<file path="src/include/seg_disp_pkg.sv">
// Constants shared by the segment display driver control block
package seg_disp_pkg;
  // Register indexes on the plain register port
  localparam logic [5:0] ADDR_CONTROL = 6'h00;
  localparam logic [5:0] ADDR_PHASE = 6'h01;
  localparam logic [5:0] ADDR_SEG_EN_BASE = 6'h02;
  localparam logic [5:0] ADDR_PIX_BASE = 6'h08;
  localparam int NUM_SEG_EN = 6;
  localparam int NUM_PIX = 24;
  localparam int PIX_PER_COM = 6;
  // Control register fields
  localparam int CTL_DRV_EN_BIT = 7;
  localparam int CTL_SLP_DIS_BIT = 6;
  localparam int CTL_WRITE_ERROR_FLAG_BIT = 5;
  localparam int CTL_CS_LSB = 2;
  localparam int CTL_MUX_LSB = 0;
  // Phase register fields
  localparam int PH_WFT_BIT = 7;
  localparam int PH_BIAS_BIT = 6;
  localparam int PH_ACT_BIT = 5;
  localparam int PH_WA_BIT = 4;
  localparam int PH_LP_LSB = 0;
  // Reset values
  localparam logic [7:0] CONTROL_RST = 8'h00;
  localparam logic [7:0] PHASE_RST = 8'h00;
  localparam logic [7:0] DATA_RST = 8'h00;
  // Clock source codes
  localparam logic [1:0] CS_INSTR = 2'h0;
  localparam logic [1:0] CS_TIMER1 = 2'h1;
  // Instruction clock is the system clock over four
  localparam logic [1:0] INSTR_DIV_LAST = 2'h3;
  // Postscaler ratios, stored as last count
  localparam int POST_DIV_SLOW = 8192;
  localparam int POST_DIV_FAST = 32;
  localparam logic [12:0] POST_LAST_SLOW = 13'(POST_DIV_SLOW - 1);
  localparam logic [12:0] POST_LAST_FAST = 13'(POST_DIV_FAST - 1);
  // Pixel update window after each frame boundary, in clk_sys cycles
  localparam logic [7:0] WA_WINDOW_CYCLES = 8'h40;
  // Low bit kept in partial registers of the smaller package
  localparam logic [7:0] MASK_SEG32 = 8'h01;
  localparam logic [7:0] MASK_FULL = 8'hff;
  localparam logic [7:0] MASK_NONE = 8'h00;
  // Driver run state
  typedef enum logic {ST_OFF, ST_RUN} run_state_t;
endpackage

</file>
<file path="src/rtl/segment_display_driver_ctrl.sv">
// Control, clocking and pixel storage of a multiplexed segment display driver
// What this block does
// RL1: Driver runs only while enable bit set
// RL2: Sleep stops driver only if sleep-disable set
// RL3: Pixel write while disallowed sets sticky error
// RL4: Clock field picks RC, timer1 or instruction clock
// RL5: Postscaler divides source by 32 or 8192
// RL6: Instruction clock always uses divide by 8192
// RL7: Both 31 kHz sources use divide by 32
// RL8: Frame prescale k divides by k plus one
// RL9: Commons field sets multiplexing and ring counter
// RL10: Bias bit picks half or third bias; in static and quarter mux the code ignores it and keeps half_bias low
// RL11: Waveform bit picks frame or common phase
// RL12: Read-only status shows driver active
// RL13: Read-only status shows pixel writes allowed
// RL14: Segment enable bit makes pin a driver
// RL15: Six enable registers, eight segments each
// RL16: Small package drops enables 33 to 47
// RL17: Pixel bit one means dark pixel
// RL18: Pixel registers grouped by six per common
// RL19: Small package ignores pixel registers 5,11,17,23
// RL20: Small package keeps only bit 0 of 4,10,16,22
// RL21: Up to 192 or 132 pixels
`timescale 1ns/1ps
module segment_display_driver_ctrl #(
  parameter bit PINS_64 = 1'b0
) (
  input wire logic clk_sys,
  input wire logic resetn,
  input wire logic [5:0] reg_addr,
  input wire logic [7:0] reg_wdata,
  input wire logic reg_wr,
  input wire logic reg_rd,
  output logic [7:0] reg_rdata,
  input wire logic sleep_req,
  input wire logic internal_rc_31khz,
  input wire logic timer1_osc_input,
  output logic [47:0] segment_pin_enable,
  output logic [47:0] segment_dark,
  output logic [3:0] common_line,
  output logic drive_phase,
  output logic half_bias,
  output logic frame_tick
);

  // Mask of implemented bits in a register, by position within its group
  function automatic logic [7:0] impl_mask(input int unsigned pos);
    if (!PINS_64) begin
      impl_mask = seg_disp_pkg::MASK_FULL;
    end else if (pos == 5) begin
      impl_mask = seg_disp_pkg::MASK_NONE;
    end else if (pos == 4) begin
      impl_mask = seg_disp_pkg::MASK_SEG32;
    end else begin
      impl_mask = seg_disp_pkg::MASK_FULL;
    end
  endfunction

  // Software configuration
  logic drv_en_ff; // Driver enable
  logic sleep_drive_disable_ff; // Stop in sleep
  logic write_error_flag_ff; // Sticky write error
  logic [1:0] clk_src_ff; // Clock source select
  logic [1:0] commons_select_ff; // Last common index
  logic waveform_type_select_ff; // One for frame phase
  logic bias_mode_select_ff; // One for half bias
  logic [3:0] frame_prescale_select_ff; // Prescale ratio minus one
  logic [7:0] seg_en_ff [seg_disp_pkg::NUM_SEG_EN]; // Segment enables
  logic [7:0] pix_ff [seg_disp_pkg::NUM_PIX]; // Pixel storage

  // Run state and status
  seg_disp_pkg::run_state_t state_ff; // Driver running
  logic driver_active_status; // Status view of the run state
  logic [7:0] wa_cnt_ff; // Remaining update window
  logic write_allow_status; // Pixel writes allowed

  // Source synchronisers and edge stage
  logic rc_s1_ff, rc_s2_ff, rc_s3_ff;
  logic t1_s1_ff, t1_s2_ff, t1_s3_ff;
  logic [1:0] qdiv_ff; // Instruction clock divider
  logic src_tick; // One pulse per source period
  logic [12:0] post_ff; // Postscaler count
  logic base_tick; // About 1 kHz
  logic [3:0] pre_ff; // Prescaler count
  logic lcd_tick; // Prescaled step
  logic [1:0] com_idx_ff; // Ring counter position
  logic phase_ff; // Waveform phase
  logic com_adv; // Step to the next common
  logic frame_wrap; // Last common finished

  // Decoded accesses
  logic ctl_wr, ph_wr, pix_hit, pix_wr, pix_wr_bad;
  logic [4:0] pix_idx;

  assign driver_active_status = (state_ff == seg_disp_pkg::ST_RUN);
  assign write_allow_status = !driver_active_status || (wa_cnt_ff != 8'h00); // [RL13]
  assign pix_idx = 5'(reg_addr - seg_disp_pkg::ADDR_PIX_BASE);
  assign ctl_wr = reg_wr && (reg_addr == seg_disp_pkg::ADDR_CONTROL);
  assign ph_wr = reg_wr && (reg_addr == seg_disp_pkg::ADDR_PHASE);
  assign pix_hit = (reg_addr >= seg_disp_pkg::ADDR_PIX_BASE) // Top indexes must not alias
    && (reg_addr < 6'(seg_disp_pkg::ADDR_PIX_BASE + seg_disp_pkg::NUM_PIX));
  assign pix_wr = reg_wr && pix_hit;
  assign pix_wr_bad = pix_wr && !write_allow_status; // [RL3]

  // Control register; the error bit clears only by writing zero to it
  always_ff @(posedge clk_sys or negedge resetn) begin
    if (!resetn) begin
      drv_en_ff <= seg_disp_pkg::CONTROL_RST[seg_disp_pkg::CTL_DRV_EN_BIT];
      sleep_drive_disable_ff <= seg_disp_pkg::CONTROL_RST[seg_disp_pkg::CTL_SLP_DIS_BIT];
      clk_src_ff <= seg_disp_pkg::CONTROL_RST[seg_disp_pkg::CTL_CS_LSB +: 2];
      commons_select_ff <= seg_disp_pkg::CONTROL_RST[seg_disp_pkg::CTL_MUX_LSB +: 2];
    end else if (ctl_wr) begin
      drv_en_ff <= reg_wdata[seg_disp_pkg::CTL_DRV_EN_BIT];
      sleep_drive_disable_ff <= reg_wdata[seg_disp_pkg::CTL_SLP_DIS_BIT];
      clk_src_ff <= reg_wdata[seg_disp_pkg::CTL_CS_LSB +: 2];
      commons_select_ff <= reg_wdata[seg_disp_pkg::CTL_MUX_LSB +: 2];
    end
  end

  // Sticky error; a new bad write beats a clear in the same cycle
  always_ff @(posedge clk_sys or negedge resetn) begin
    if (!resetn) begin
      write_error_flag_ff <= seg_disp_pkg::CONTROL_RST[seg_disp_pkg::CTL_WRITE_ERROR_FLAG_BIT];
    end else if (pix_wr_bad) begin
      write_error_flag_ff <= 1'b1; // [RL3]
    end else if (ctl_wr && !reg_wdata[seg_disp_pkg::CTL_WRITE_ERROR_FLAG_BIT]) begin
      write_error_flag_ff <= 1'b0; // [RL3]
    end
  end

  // Phase register, status bits are not writable
  always_ff @(posedge clk_sys or negedge resetn) begin
    if (!resetn) begin
      waveform_type_select_ff <= seg_disp_pkg::PHASE_RST[seg_disp_pkg::PH_WFT_BIT];
      bias_mode_select_ff <= seg_disp_pkg::PHASE_RST[seg_disp_pkg::PH_BIAS_BIT];
      frame_prescale_select_ff <= seg_disp_pkg::PHASE_RST[seg_disp_pkg::PH_LP_LSB +: 4];
    end else if (ph_wr) begin
      waveform_type_select_ff <= reg_wdata[seg_disp_pkg::PH_WFT_BIT]; // [RL11]
      bias_mode_select_ff <= reg_wdata[seg_disp_pkg::PH_BIAS_BIT]; // [RL10]
      frame_prescale_select_ff <= reg_wdata[seg_disp_pkg::PH_LP_LSB +: 4]; // [RL8]
    end
  end

  // Segment enables; missing bits of the small package never store
  always_ff @(posedge clk_sys or negedge resetn) begin
    if (!resetn) begin
      for (int i = 0; i < seg_disp_pkg::NUM_SEG_EN; i++) begin
        seg_en_ff[i] <= seg_disp_pkg::DATA_RST;
      end
    end else begin
      for (int i = 0; i < seg_disp_pkg::NUM_SEG_EN; i++) begin
        if (reg_wr && reg_addr == 6'(seg_disp_pkg::ADDR_SEG_EN_BASE + 6'(i))) begin
          seg_en_ff[i] <= reg_wdata & impl_mask(i); // [RL15] [RL16]
        end
      end
    end
  end

  // Pixel storage, written only while the driver is stopped or inside the update window
  always_ff @(posedge clk_sys or negedge resetn) begin
    if (!resetn) begin
      for (int i = 0; i < seg_disp_pkg::NUM_PIX; i++) begin
        pix_ff[i] <= seg_disp_pkg::DATA_RST;
      end
    end else if (pix_wr && write_allow_status) begin
      // Partial registers keep bit 0 only, last of each group stores nothing
      pix_ff[pix_idx] <= reg_wdata & impl_mask(pix_idx % 6); // [RL19] [RL20]
    end
  end

  // Run state: enable bit, gated by sleep when sleep-disable is set
  always_ff @(posedge clk_sys or negedge resetn) begin
    if (!resetn) begin
      state_ff <= seg_disp_pkg::ST_OFF;
    end else if (drv_en_ff && !(sleep_req && sleep_drive_disable_ff)) begin
      state_ff <= seg_disp_pkg::ST_RUN; // [RL1] [RL2]
    end else begin
      state_ff <= seg_disp_pkg::ST_OFF; // [RL1] [RL2]
    end
  end

  // Source pins are asynchronous; third stage only feeds edge detection
  always_ff @(posedge clk_sys or negedge resetn) begin
    if (!resetn) begin
      rc_s1_ff <= 1'b0;
      rc_s2_ff <= 1'b0;
      rc_s3_ff <= 1'b0;
      t1_s1_ff <= 1'b0;
      t1_s2_ff <= 1'b0;
      t1_s3_ff <= 1'b0;
    end else begin
      rc_s1_ff <= internal_rc_31khz;
      rc_s2_ff <= rc_s1_ff;
      rc_s3_ff <= rc_s2_ff;
      t1_s1_ff <= timer1_osc_input;
      t1_s2_ff <= t1_s1_ff;
      t1_s3_ff <= t1_s2_ff;
    end
  end

  // Instruction clock: free divide by four of the system clock
  always_ff @(posedge clk_sys or negedge resetn) begin
    if (!resetn) begin
      qdiv_ff <= 2'h0;
    end else begin
      qdiv_ff <= qdiv_ff + 2'h1;
    end
  end

  // Source select; the upper code bit alone picks the RC oscillator
  always_comb begin
    if (clk_src_ff[1]) begin
      src_tick = rc_s2_ff && !rc_s3_ff; // [RL4]
    end else if (clk_src_ff == seg_disp_pkg::CS_TIMER1) begin
      src_tick = t1_s2_ff && !t1_s3_ff; // [RL4]
    end else begin
      src_tick = (qdiv_ff == seg_disp_pkg::INSTR_DIV_LAST); // [RL4]
    end
  end

  // Postscaler: 8192 for the fast instruction clock, 32 for 31 kHz sources
  logic [12:0] post_last;
  assign post_last = (clk_src_ff == seg_disp_pkg::CS_INSTR) ?
    seg_disp_pkg::POST_LAST_SLOW : seg_disp_pkg::POST_LAST_FAST; // [RL5] [RL6] [RL7]
  assign base_tick = src_tick && (post_ff >= post_last);
  always_ff @(posedge clk_sys or negedge resetn) begin
    if (!resetn) begin
      post_ff <= 13'h0000;
    end else if (!driver_active_status || base_tick) begin
      post_ff <= 13'h0000; // [RL5]
    end else if (src_tick) begin
      post_ff <= post_ff + 13'h0001;
    end
  end

  // Frame prescaler: k gives a ratio of one to k plus one
  assign lcd_tick = base_tick && (pre_ff >= frame_prescale_select_ff);
  always_ff @(posedge clk_sys or negedge resetn) begin
    if (!resetn) begin
      pre_ff <= 4'h0;
    end else if (!driver_active_status || lcd_tick) begin
      pre_ff <= 4'h0; // [RL8]
    end else if (base_tick) begin
      pre_ff <= pre_ff + 4'h1; // [RL8]
    end
  end

  // Type-A steps the common after both phases; Type-B every step
  assign com_adv = lcd_tick && (waveform_type_select_ff || phase_ff); // [RL11]
  assign frame_wrap = com_adv && (com_idx_ff >= commons_select_ff); // [RL9]

  // Ring counter over commons 0 to the selected last one
  always_ff @(posedge clk_sys or negedge resetn) begin
    if (!resetn) begin
      com_idx_ff <= 2'h0;
    end else if (!driver_active_status || frame_wrap) begin
      com_idx_ff <= 2'h0; // [RL9]
    end else if (com_adv) begin
      com_idx_ff <= com_idx_ff + 2'h1; // [RL9]
    end
  end

  // Phase: within each common for Type-A, at frame edges for Type-B
  always_ff @(posedge clk_sys or negedge resetn) begin
    if (!resetn) begin
      phase_ff <= 1'b0;
    end else if (!driver_active_status) begin
      phase_ff <= 1'b0;
    end else if (waveform_type_select_ff ? frame_wrap : lcd_tick) begin
      phase_ff <= !phase_ff; // [RL11]
    end
  end

  // Update window opens at each frame boundary
  always_ff @(posedge clk_sys or negedge resetn) begin
    if (!resetn) begin
      wa_cnt_ff <= 8'h00;
    end else if (frame_wrap) begin
      wa_cnt_ff <= seg_disp_pkg::WA_WINDOW_CYCLES; // [RL13]
    end else if (wa_cnt_ff != 8'h00) begin
      wa_cnt_ff <= wa_cnt_ff - 8'h01;
    end
  end

  // Panel side outputs, all from flip-flops; all but the pin enables and half_bias idle when stopped
  always_ff @(posedge clk_sys or negedge resetn) begin
    if (!resetn) begin
      segment_pin_enable <= 48'h0000_0000_0000;
      segment_dark <= 48'h0000_0000_0000;
      common_line <= 4'h0;
      drive_phase <= 1'b0;
      half_bias <= 1'b0;
      frame_tick <= 1'b0;
    end else begin
      for (int i = 0; i < seg_disp_pkg::NUM_SEG_EN; i++) begin
        segment_pin_enable[i*8 +: 8] <= seg_en_ff[i]; // [RL14]
        // One means dark, only on pins given to the panel
        segment_dark[i*8 +: 8] <= driver_active_status ?
          (pix_ff[6*com_idx_ff + i] & seg_en_ff[i]) : 8'h00; // [RL17] [RL18] [RL21]
      end
      common_line <= driver_active_status ? (4'h1 << com_idx_ff) : 4'h0; // [RL1] [RL9]
      drive_phase <= phase_ff;
      // Static and quarter mux ignore the bias bit; the logic forces half_bias low
      half_bias <= bias_mode_select_ff && (commons_select_ff != 2'h0)
        && (commons_select_ff != 2'h3); // [RL10]
      frame_tick <= frame_wrap;
    end
  end

  // Read data stand for one cycle after the strobe; unmapped reads zero
  always_ff @(posedge clk_sys or negedge resetn) begin
    if (!resetn) begin
      reg_rdata <= 8'h00;
    end else if (!reg_rd) begin
      reg_rdata <= 8'h00;
    end else if (reg_addr == seg_disp_pkg::ADDR_CONTROL) begin
      reg_rdata <= {drv_en_ff, sleep_drive_disable_ff, write_error_flag_ff, 1'b0,
        clk_src_ff, commons_select_ff};
    end else if (reg_addr == seg_disp_pkg::ADDR_PHASE) begin
      reg_rdata <= {waveform_type_select_ff, bias_mode_select_ff, driver_active_status,
        write_allow_status, frame_prescale_select_ff}; // [RL12] [RL13]
    end else if (pix_hit) begin
      reg_rdata <= pix_ff[pix_idx];
    end else if (reg_addr < seg_disp_pkg::ADDR_PIX_BASE) begin
      reg_rdata <= seg_en_ff[3'(reg_addr - seg_disp_pkg::ADDR_SEG_EN_BASE)];
    end else begin
      reg_rdata <= 8'h00;
    end
  end

  // Checks on the behaviour above
  a_error_sets: assert property (@(posedge clk_sys) disable iff (!resetn) // [RL3]
    pix_wr && !write_allow_status |=> write_error_flag_ff)
    else $error("bad pixel write did not set error");

  a_error_holds: assert property (@(posedge clk_sys) disable iff (!resetn) // [RL3]
    write_error_flag_ff && !ctl_wr |=> write_error_flag_ff)
    else $error("error flag dropped without a clear");

  a_enable_runs: assert property (@(posedge clk_sys) disable iff (!resetn) // [RL1]
    drv_en_ff && !sleep_req ##1 drv_en_ff |-> driver_active_status)
    else $error("driver not active while enabled");

  a_disable_stops: assert property (@(posedge clk_sys) disable iff (!resetn) // [RL1]
    !drv_en_ff |=> !driver_active_status ##1 common_line == 4'h0)
    else $error("commons still driven after disable");

  a_sleep_stop: assert property (@(posedge clk_sys) disable iff (!resetn) // [RL2]
    sleep_req && sleep_drive_disable_ff |=> !driver_active_status)
    else $error("driver kept running in sleep");

  a_ring_bound: assert property (@(posedge clk_sys) disable iff (!resetn) // [RL9]
    driver_active_status && $stable(commons_select_ff) |-> com_idx_ff <= commons_select_ff)
    else $error("ring counter beyond selected commons");

  a_prescale_bound: assert property (@(posedge clk_sys) disable iff (!resetn) // [RL8]
    lcd_tick |=> pre_ff == 4'h0 && post_ff == 13'h0000)
    else $error("dividers not restarted after a frame step");

  a_post_limit: assert property (@(posedge clk_sys) disable iff (!resetn) // [RL6]
    base_tick && clk_src_ff == seg_disp_pkg::CS_INSTR |-> post_ff == 13'h1fff)
    else $error("instruction clock not divided by 8192");

  a_small_enables: assert property (@(posedge clk_sys) disable iff (!resetn) // [RL16]
    PINS_64 |-> segment_pin_enable[47:33] == 15'h0000)
    else $error("absent segment enables driven");

  a_small_ignored: assert property (@(posedge clk_sys) disable iff (!resetn) // [RL19]
    PINS_64 |-> pix_ff[5] == 8'h00 && pix_ff[23] == 8'h00)
    else $error("absent pixel register stored data");

endmodule

</file>
<file path="config.mk">
export PLATFORM = sky130hd
export DESIGN_NAME = segment_display_driver_ctrl
export DESIGN_NICKNAME = d
export VERILOG_FILES = /design/src/include/seg_disp_pkg.sv /design/src/rtl/segment_display_driver_ctrl.sv
export SDC_FILE = /design/constraint.sdc
export NUM_CORES = 1
export LEC_CHECK = 0
export BUFFER_PORTS_ARGS = -buffer_cell sky130_fd_sc_hd__buf_2
export CORE_MARGIN = 5
export CORE_UTILIZATION = 43
export DETAILED_ROUTE_END_ITERATION = 7
export GPL_TIMING_DRIVEN = 0
export PLACE_DENSITY = 0.6
export SLEW_MARGIN = 10
export SYNTH_ARGS = -nofsm -noshare
export SYNTH_HDL_FRONTEND = slang
export SYNTH_SLANG_ARGS = --single-unit
</file>
<file path="constraint.sdc">
create_clock -name clk_sys -period 4 [get_ports clk_sys]
set_input_delay 0.4 -clock clk_sys [delete_from_list [all_inputs] [get_ports clk_sys]]
set_output_delay 0.4 -clock clk_sys [all_outputs]
set_load 0.02 [all_outputs]
</file>
* Word level (Yosys, flattened, before mapping)
Index checks and enable logic that the tools add are counted.
** Word-level totals
- Output and inout port bits :: 111
- Register bits :: 401
** Cells by class
- Magnitude comparators :: 15
- Muxes and demuxes :: 63
- Reductions and logical operators :: 45
- Eq/ne operators :: 11
- Bitwise operators :: 21
- Multipliers :: 1
- Add/sub/neg operators :: 12
- Shifts and indexed selects :: 1
** Operator list (number)
- $mux W8 :: 37
- $bmux W8 S5 :: 7
- $ge A33 B6 Y1 const B :: 6
- $bwmux W192 :: 1
- $not A6 Y33 :: 5
- $and A8 B8 Y8 :: 13
- $demux W8 S5 :: 1
- $mux W13 :: 3
- $not A5 Y33 :: 1
- $bmux W8 S3 :: 1
- $eq A6 B3 Y1 const B :: 4
- $logic_and A1 B1 Y1 :: 24
- $add A13 B1 Y13 const B :: 1
- $ge A13 B13 Y1 :: 1
- $add A5 B2 Y6 const B :: 2
- $add A5 B3 Y6 const B :: 2
- $eq A6 B2 Y1 const B :: 2
- $mux W4 :: 3
- $reduce_bool A2 Y1 :: 6
- $mux W1 :: 8
- $reduce_bool A8 Y1 :: 1
- $sub A8 B1 Y8 const B :: 1
- $logic_not A1 Y1 :: 7
- $add A5 B1 Y6 const B :: 1
- other kinds (25) :: 31

* Longest topological paths before layout
- Word-level depth :: 11
- Depth in mapped cells :: 15

* Least setup slack after synthesis
Ideal clock, no wire load.
- Path type :: register to register
- Start point :: register com_idx_ff[0]
- End point :: register segment_dark[21]
- Setup slack :: 0.683 ns
- Arrival time :: 3.197 ns
- Path buffers :: 9
- Cell stages (with the launch flop) :: 14
- Library setup time :: 0.120 ns
- Cell sequence :: dfrtp_1 > clkbuf_1 > buf_2 > buf_4 > buf_2 > buf_4 > inv_1 > ha_1 > buf_2 > buf_2 > buf_1 > clkbuf_1 > o22ai_1 > and3_1
** Between the ends
- Cells in the longest elaborated chain, start to end :: 8
** RTL lines
- start: declaration :: RTL line segment_display_driver_ctrl.sv:86 : logic [1:0] com_idx_ff;
- start signal: assignment :: RTL line segment_display_driver_ctrl.sv:259 : com_idx_ff <= com_idx_ff + 2'h1;
- $mul A2 B2 Y4 :: RTL line segment_display_driver_ctrl.sv:299 : (pix_ff[6*com_idx_ff + i] & seg_en_ff[i]) : 8'h00;
- $add A5 B2 Y6 :: RTL line segment_display_driver_ctrl.sv:299
- $not A6 Y33 (not written as such) :: RTL line segment_display_driver_ctrl.sv:299
- $bmux W8 S5 :: RTL line segment_display_driver_ctrl.sv:299
- $mux W8 (not written as such) (2 in series) :: RTL line segment_display_driver_ctrl.sv:299
- $and A8 B8 Y8 :: RTL line segment_display_driver_ctrl.sv:299
- $mux W8 :: RTL line segment_display_driver_ctrl.sv:298 : segment_dark[i*8 +: 8] <= driver_active_status ?
- end signal: indexed assignment :: RTL line segment_display_driver_ctrl.sv:298
- end: declaration :: RTL line segment_display_driver_ctrl.sv:39 : output logic [47:0] segment_dark,
Every way passes these cells. The select of a mux whose other input is x is not followed.
A chain may end at the register's enable or synchronous reset.

* Final worst setup path
- Start point :: register com_idx_ff[0]
- End point :: register segment_dark[3]
** Between the ends
- Cells in the longest elaborated chain, start to end :: 7
** RTL lines (RTL line)
- $mul A2 B2 Y4 :: segment_display_driver_ctrl.sv:299
- $not A5 Y33 (not written as such) :: segment_display_driver_ctrl.sv:299
- $bmux W8 S5 :: segment_display_driver_ctrl.sv:299
- $mux W8 (not written as such) (2 in series) :: segment_display_driver_ctrl.sv:299
- $and A8 B8 Y8 :: segment_display_driver_ctrl.sv:299
- $mux W8 :: segment_display_driver_ctrl.sv:298
Every way passes these cells. The select of a mux whose other input is x is not followed.

==> flow_metrics.tcl <==
set metrics [dict create \
    finalWeightedCongestion 1.07 \
    use_met2_pct 44.8 \
    p_leak_nw 10.9 \
    die_h_um 229 \
    cp-start-kind "flop" \
    yosysTopAreaCell "dfrtp_1" \
    drive_above_1_share_pct 38.4 \
    critPathRequiredTime_ns 4.46 \
    htree_levels 2 \
    clk_pin_slew_worst_paths_ns 0.06 \
    drc 0 \
    areaGrowthSynthToFinish_pct 15.6 \
    synth_edf_count 0 \
    criticalPathCategory "flop to flop" \
    peakVddDrop_mv 0.247 \
    hold_path.startpoint "sleep_req" \
    post-route-period-util_pct 99.6 \
    nets 1831 \
    yosys-top-cells-count "dfrtp_1, mux2_2, mux4_2" \
    initial_utilization_pct 43.3 \
    overflow 0 \
    cts_tree "done" \
    antenna_found_initial 5 \
    yosysWarnings 0 \
    fin_skew_ns 0.0195 \
    cts_buffers 45 \
    tightestPinTransition_ns 1.23 \
    rsz0062_at_grt "false" \
    reg2reg_from "com_idx_ff[0]" \
    core_sq_um 47500 \
    first_pass_iters 5 \
    grt_util_all_layers_pct 30.6 \
    grtUsageMet1_pct 41.7 \
    synth.most_common_cell "dfrtp_1" \
    synthArstFlopShare_pct 100 \
    die_w_um 229 \
    rr_endpoint "segment_dark[3]" \
    hpwl_mm 61.1 \
    finalNonFillerCells 2437 \
    clk_path_buf_depth 3 \
    viasPerCell 6.28 \
    num_vias 15300 \
    clock_latency_ns 0.59 \
    grt_pass1_wl_mm 115 \
    busiest_layer "met2" \
    rows 80 \
    crit_path_end_kind "flop" \
    cp.arrival_ns 4.45 \
    r2r_cells 12 \
    ys_ff_latch 401 \
    synthTopCellsByArea "dfrtp_1, mux2_2, mux4_2" \
    ios 132 \
    synth_cell_type_count 61 \
    cp-endpoint "segment_dark[3]" \
    syn-cell-area_sq_um 20600 \
    use_met3_pct 8.93 \
    hold_viol_final 0 \
    postRouteWirelength_mm 81.2 \
    synth.avg_cell_area_sq_um 12.8 \
    grt_pass1_vias 15100 \
    cp-startpoint "com_idx_ff[0]" \
    cp_slowest_stage_delay_ns 0.67 \
    reg2reg_slack_ns 0.01 \
    p_total_mw 10.7 \
    final.setup.tns_ns 0 \
    drv_cap 0 \
    cts.sinks 401 \
    status "completed" \
    drt_iter0_drc 1780 \
    setup_violations 0 \
    netlist_instances 1603 \
    maxSlewHeadroom_pct 18.1 \
    ys.flop_type "dfrtp_1" \
    p_per_area_nw_per_um2 449 \
    synth_top_cell_area_share_pct 48.8 \
    dp.cells 2349 \
    cts-root-buf "clkbuf_16" \
    period_needed_ns 3.99 \
    cp_top_family "buffers and inverters" \
    avgRoutedWirePerCell_um 33.3 \
    min_path_type "input pin to flop" \
    grt_max_degree 98 \
    critPathMaxFanout 10 \
    path_depth 12 \
    die_area_sq_um 52300 \
    antenna_left 0 \
    ys_seq_area_share_pct 48.8 \
    synth.net_count 1651 \
    crit_top_cell "buf_4" \
    portBuffers 127 \
    critPathBufInv 7 \
    critPathSlowestCell "o21ai_0" \
    fmax_ghz 0.251 \
    cp_cell_sequence "buf_4, buf_6, buf_4, buf_6, inv_1, ha_1, buf_4, clkbuf_4, o21ai_0, o21a_1, o22ai_1, and3_1" \
    drv_slew 0 \
]
-- report_power, final --
group          switching, mW  internal, mW
Sequential             0.436          4.44
Combinational          0.902         0.678
Clock                   1.74          2.48
-- area by class of cell --
type / instances / area (sq um)
Sequential cell: 401 / 10000
Inverter: 39 / 146
Timing Repair Buffer: 134 / 786
Clock inverter: 17 / 169
Buffer: 112 / 581
Tap cell: 615 / 769
Fill cell: 4143 / 23800
Clock buffer: 63 / 1350
Multi-Input combinational cell: 1050 / 9930
Antenna cell: 6 / 15.0
-- metrics by stage --
step / util [%] / hold slack (ns) / setup WS, ns / instance area (sq um)
6_report: 50.0 / 0.0945 / 0.0149 / 23800
3_3_place_gp: 46.2 / 0.339 / -5.29 / 22000
5_1_grt: 50.0 / 0.0970 / 0.00214 / 23800
4_1_cts: 49.9 / 0.0811 / 0.0133 / 23700
2_1_floorplan: - / 0.104 / 0.683 / 20600
3_5_place_dp: 46.5 / 0.300 / -1.64 / 22100
-- flip-flops by register name (all words and copies together), names as in the netlist, 2 cells and up --
name	cells
segment_dark	48
reg_rdata	8
qdiv_ff	2
common_line	4
post_ff	13
com_idx_ff	2
wa_cnt_ff	8
segment_pin_enable	48
pix_ff	192
commons_select_ff	2
pre_ff	4
seg_en_ff	48
clk_src_ff	2
frame_prescale_select_ff	4
-- cell usage in the layout, fill, tap and decap left out, types with 7 or more instances in the layout --
master       n
mux4_2     111
nand3b_1     7
nor3_1      15
nor2_1      94
and2_1       8
clkbuf_8    14
mux2i_1     72
o22ai_1     33
mux2_2     282
ha_1        27
clkbuf_16   46
a22oi_1      7
a21oi_1     52
nor4_1       7
buf_2      147
nand3_2     12
o21a_1       7
xnor2_1     11
nand2b_1    12
nand3_1     22
buf_4       17
nand2_1     77
dfrtp_1    400
clkbuf_1    59
a211o_1      7
o21ai_0     44
xor2_1       7
nor2b_1     12
nand2_2     12
inv_1       39
and3_1      47
-- routing by layer --
layer	wire (um)	vias up	share of wire (%)
met5	20	-	0.025
met4	4910	2	6.0
met3	8530	175	11
met2	35300	866	43
met1	32500	7965	40
li1	-	6305	-
-- what timing repair did --
item / CTS / global route
resized for setup: 44 / 9
buffers inserted: 0 / 0
hold buffers: 3 / 0
hold endpoints to repair: 35 / 0
endpoints found under the setup margin: 49 / 28
pin swaps: 1 / 1
-- worst min-delay path by stage --
| stage | end | slack, ns | depth (start not counted) |
|---|---|---|---|
| after floorplan | bias_mode_select_ff | 0.10 | 0 |
| after global placement | t1_s2_ff | 0.34 | 0 |
| after detailed placement | wa_cnt_ff[2] | 0.30 | 1 |
| after CTS | driver_active_status | 0.08 | 2 |
| after global routing | driver_active_status | 0.1 | 2 |
| final | driver_active_status | 0.09 | 2 |
-- kinds of logic after synthesis --
logic type	Yosys count	share of synthesized area (%)
mux	465	31.1
fa+ha+maj	27	1.64
flops	401	48.8
buf+inv	152	3.20
simple gates	337	8.38
compound gates	202	6.13
xor+xnor	19	0.809
-- worst reg2reg max path, delay by kind of cell, from the launching register on --
kind | cells | cell delay, ns
compound gates | 3 | 1.00
flops | 1 | 0.48
simple gates | 1 | 0.29
fa+ha+maj | 1 | 0.40
buf+inv | 7 | 1.71
(Power assumes the default switching activity.)
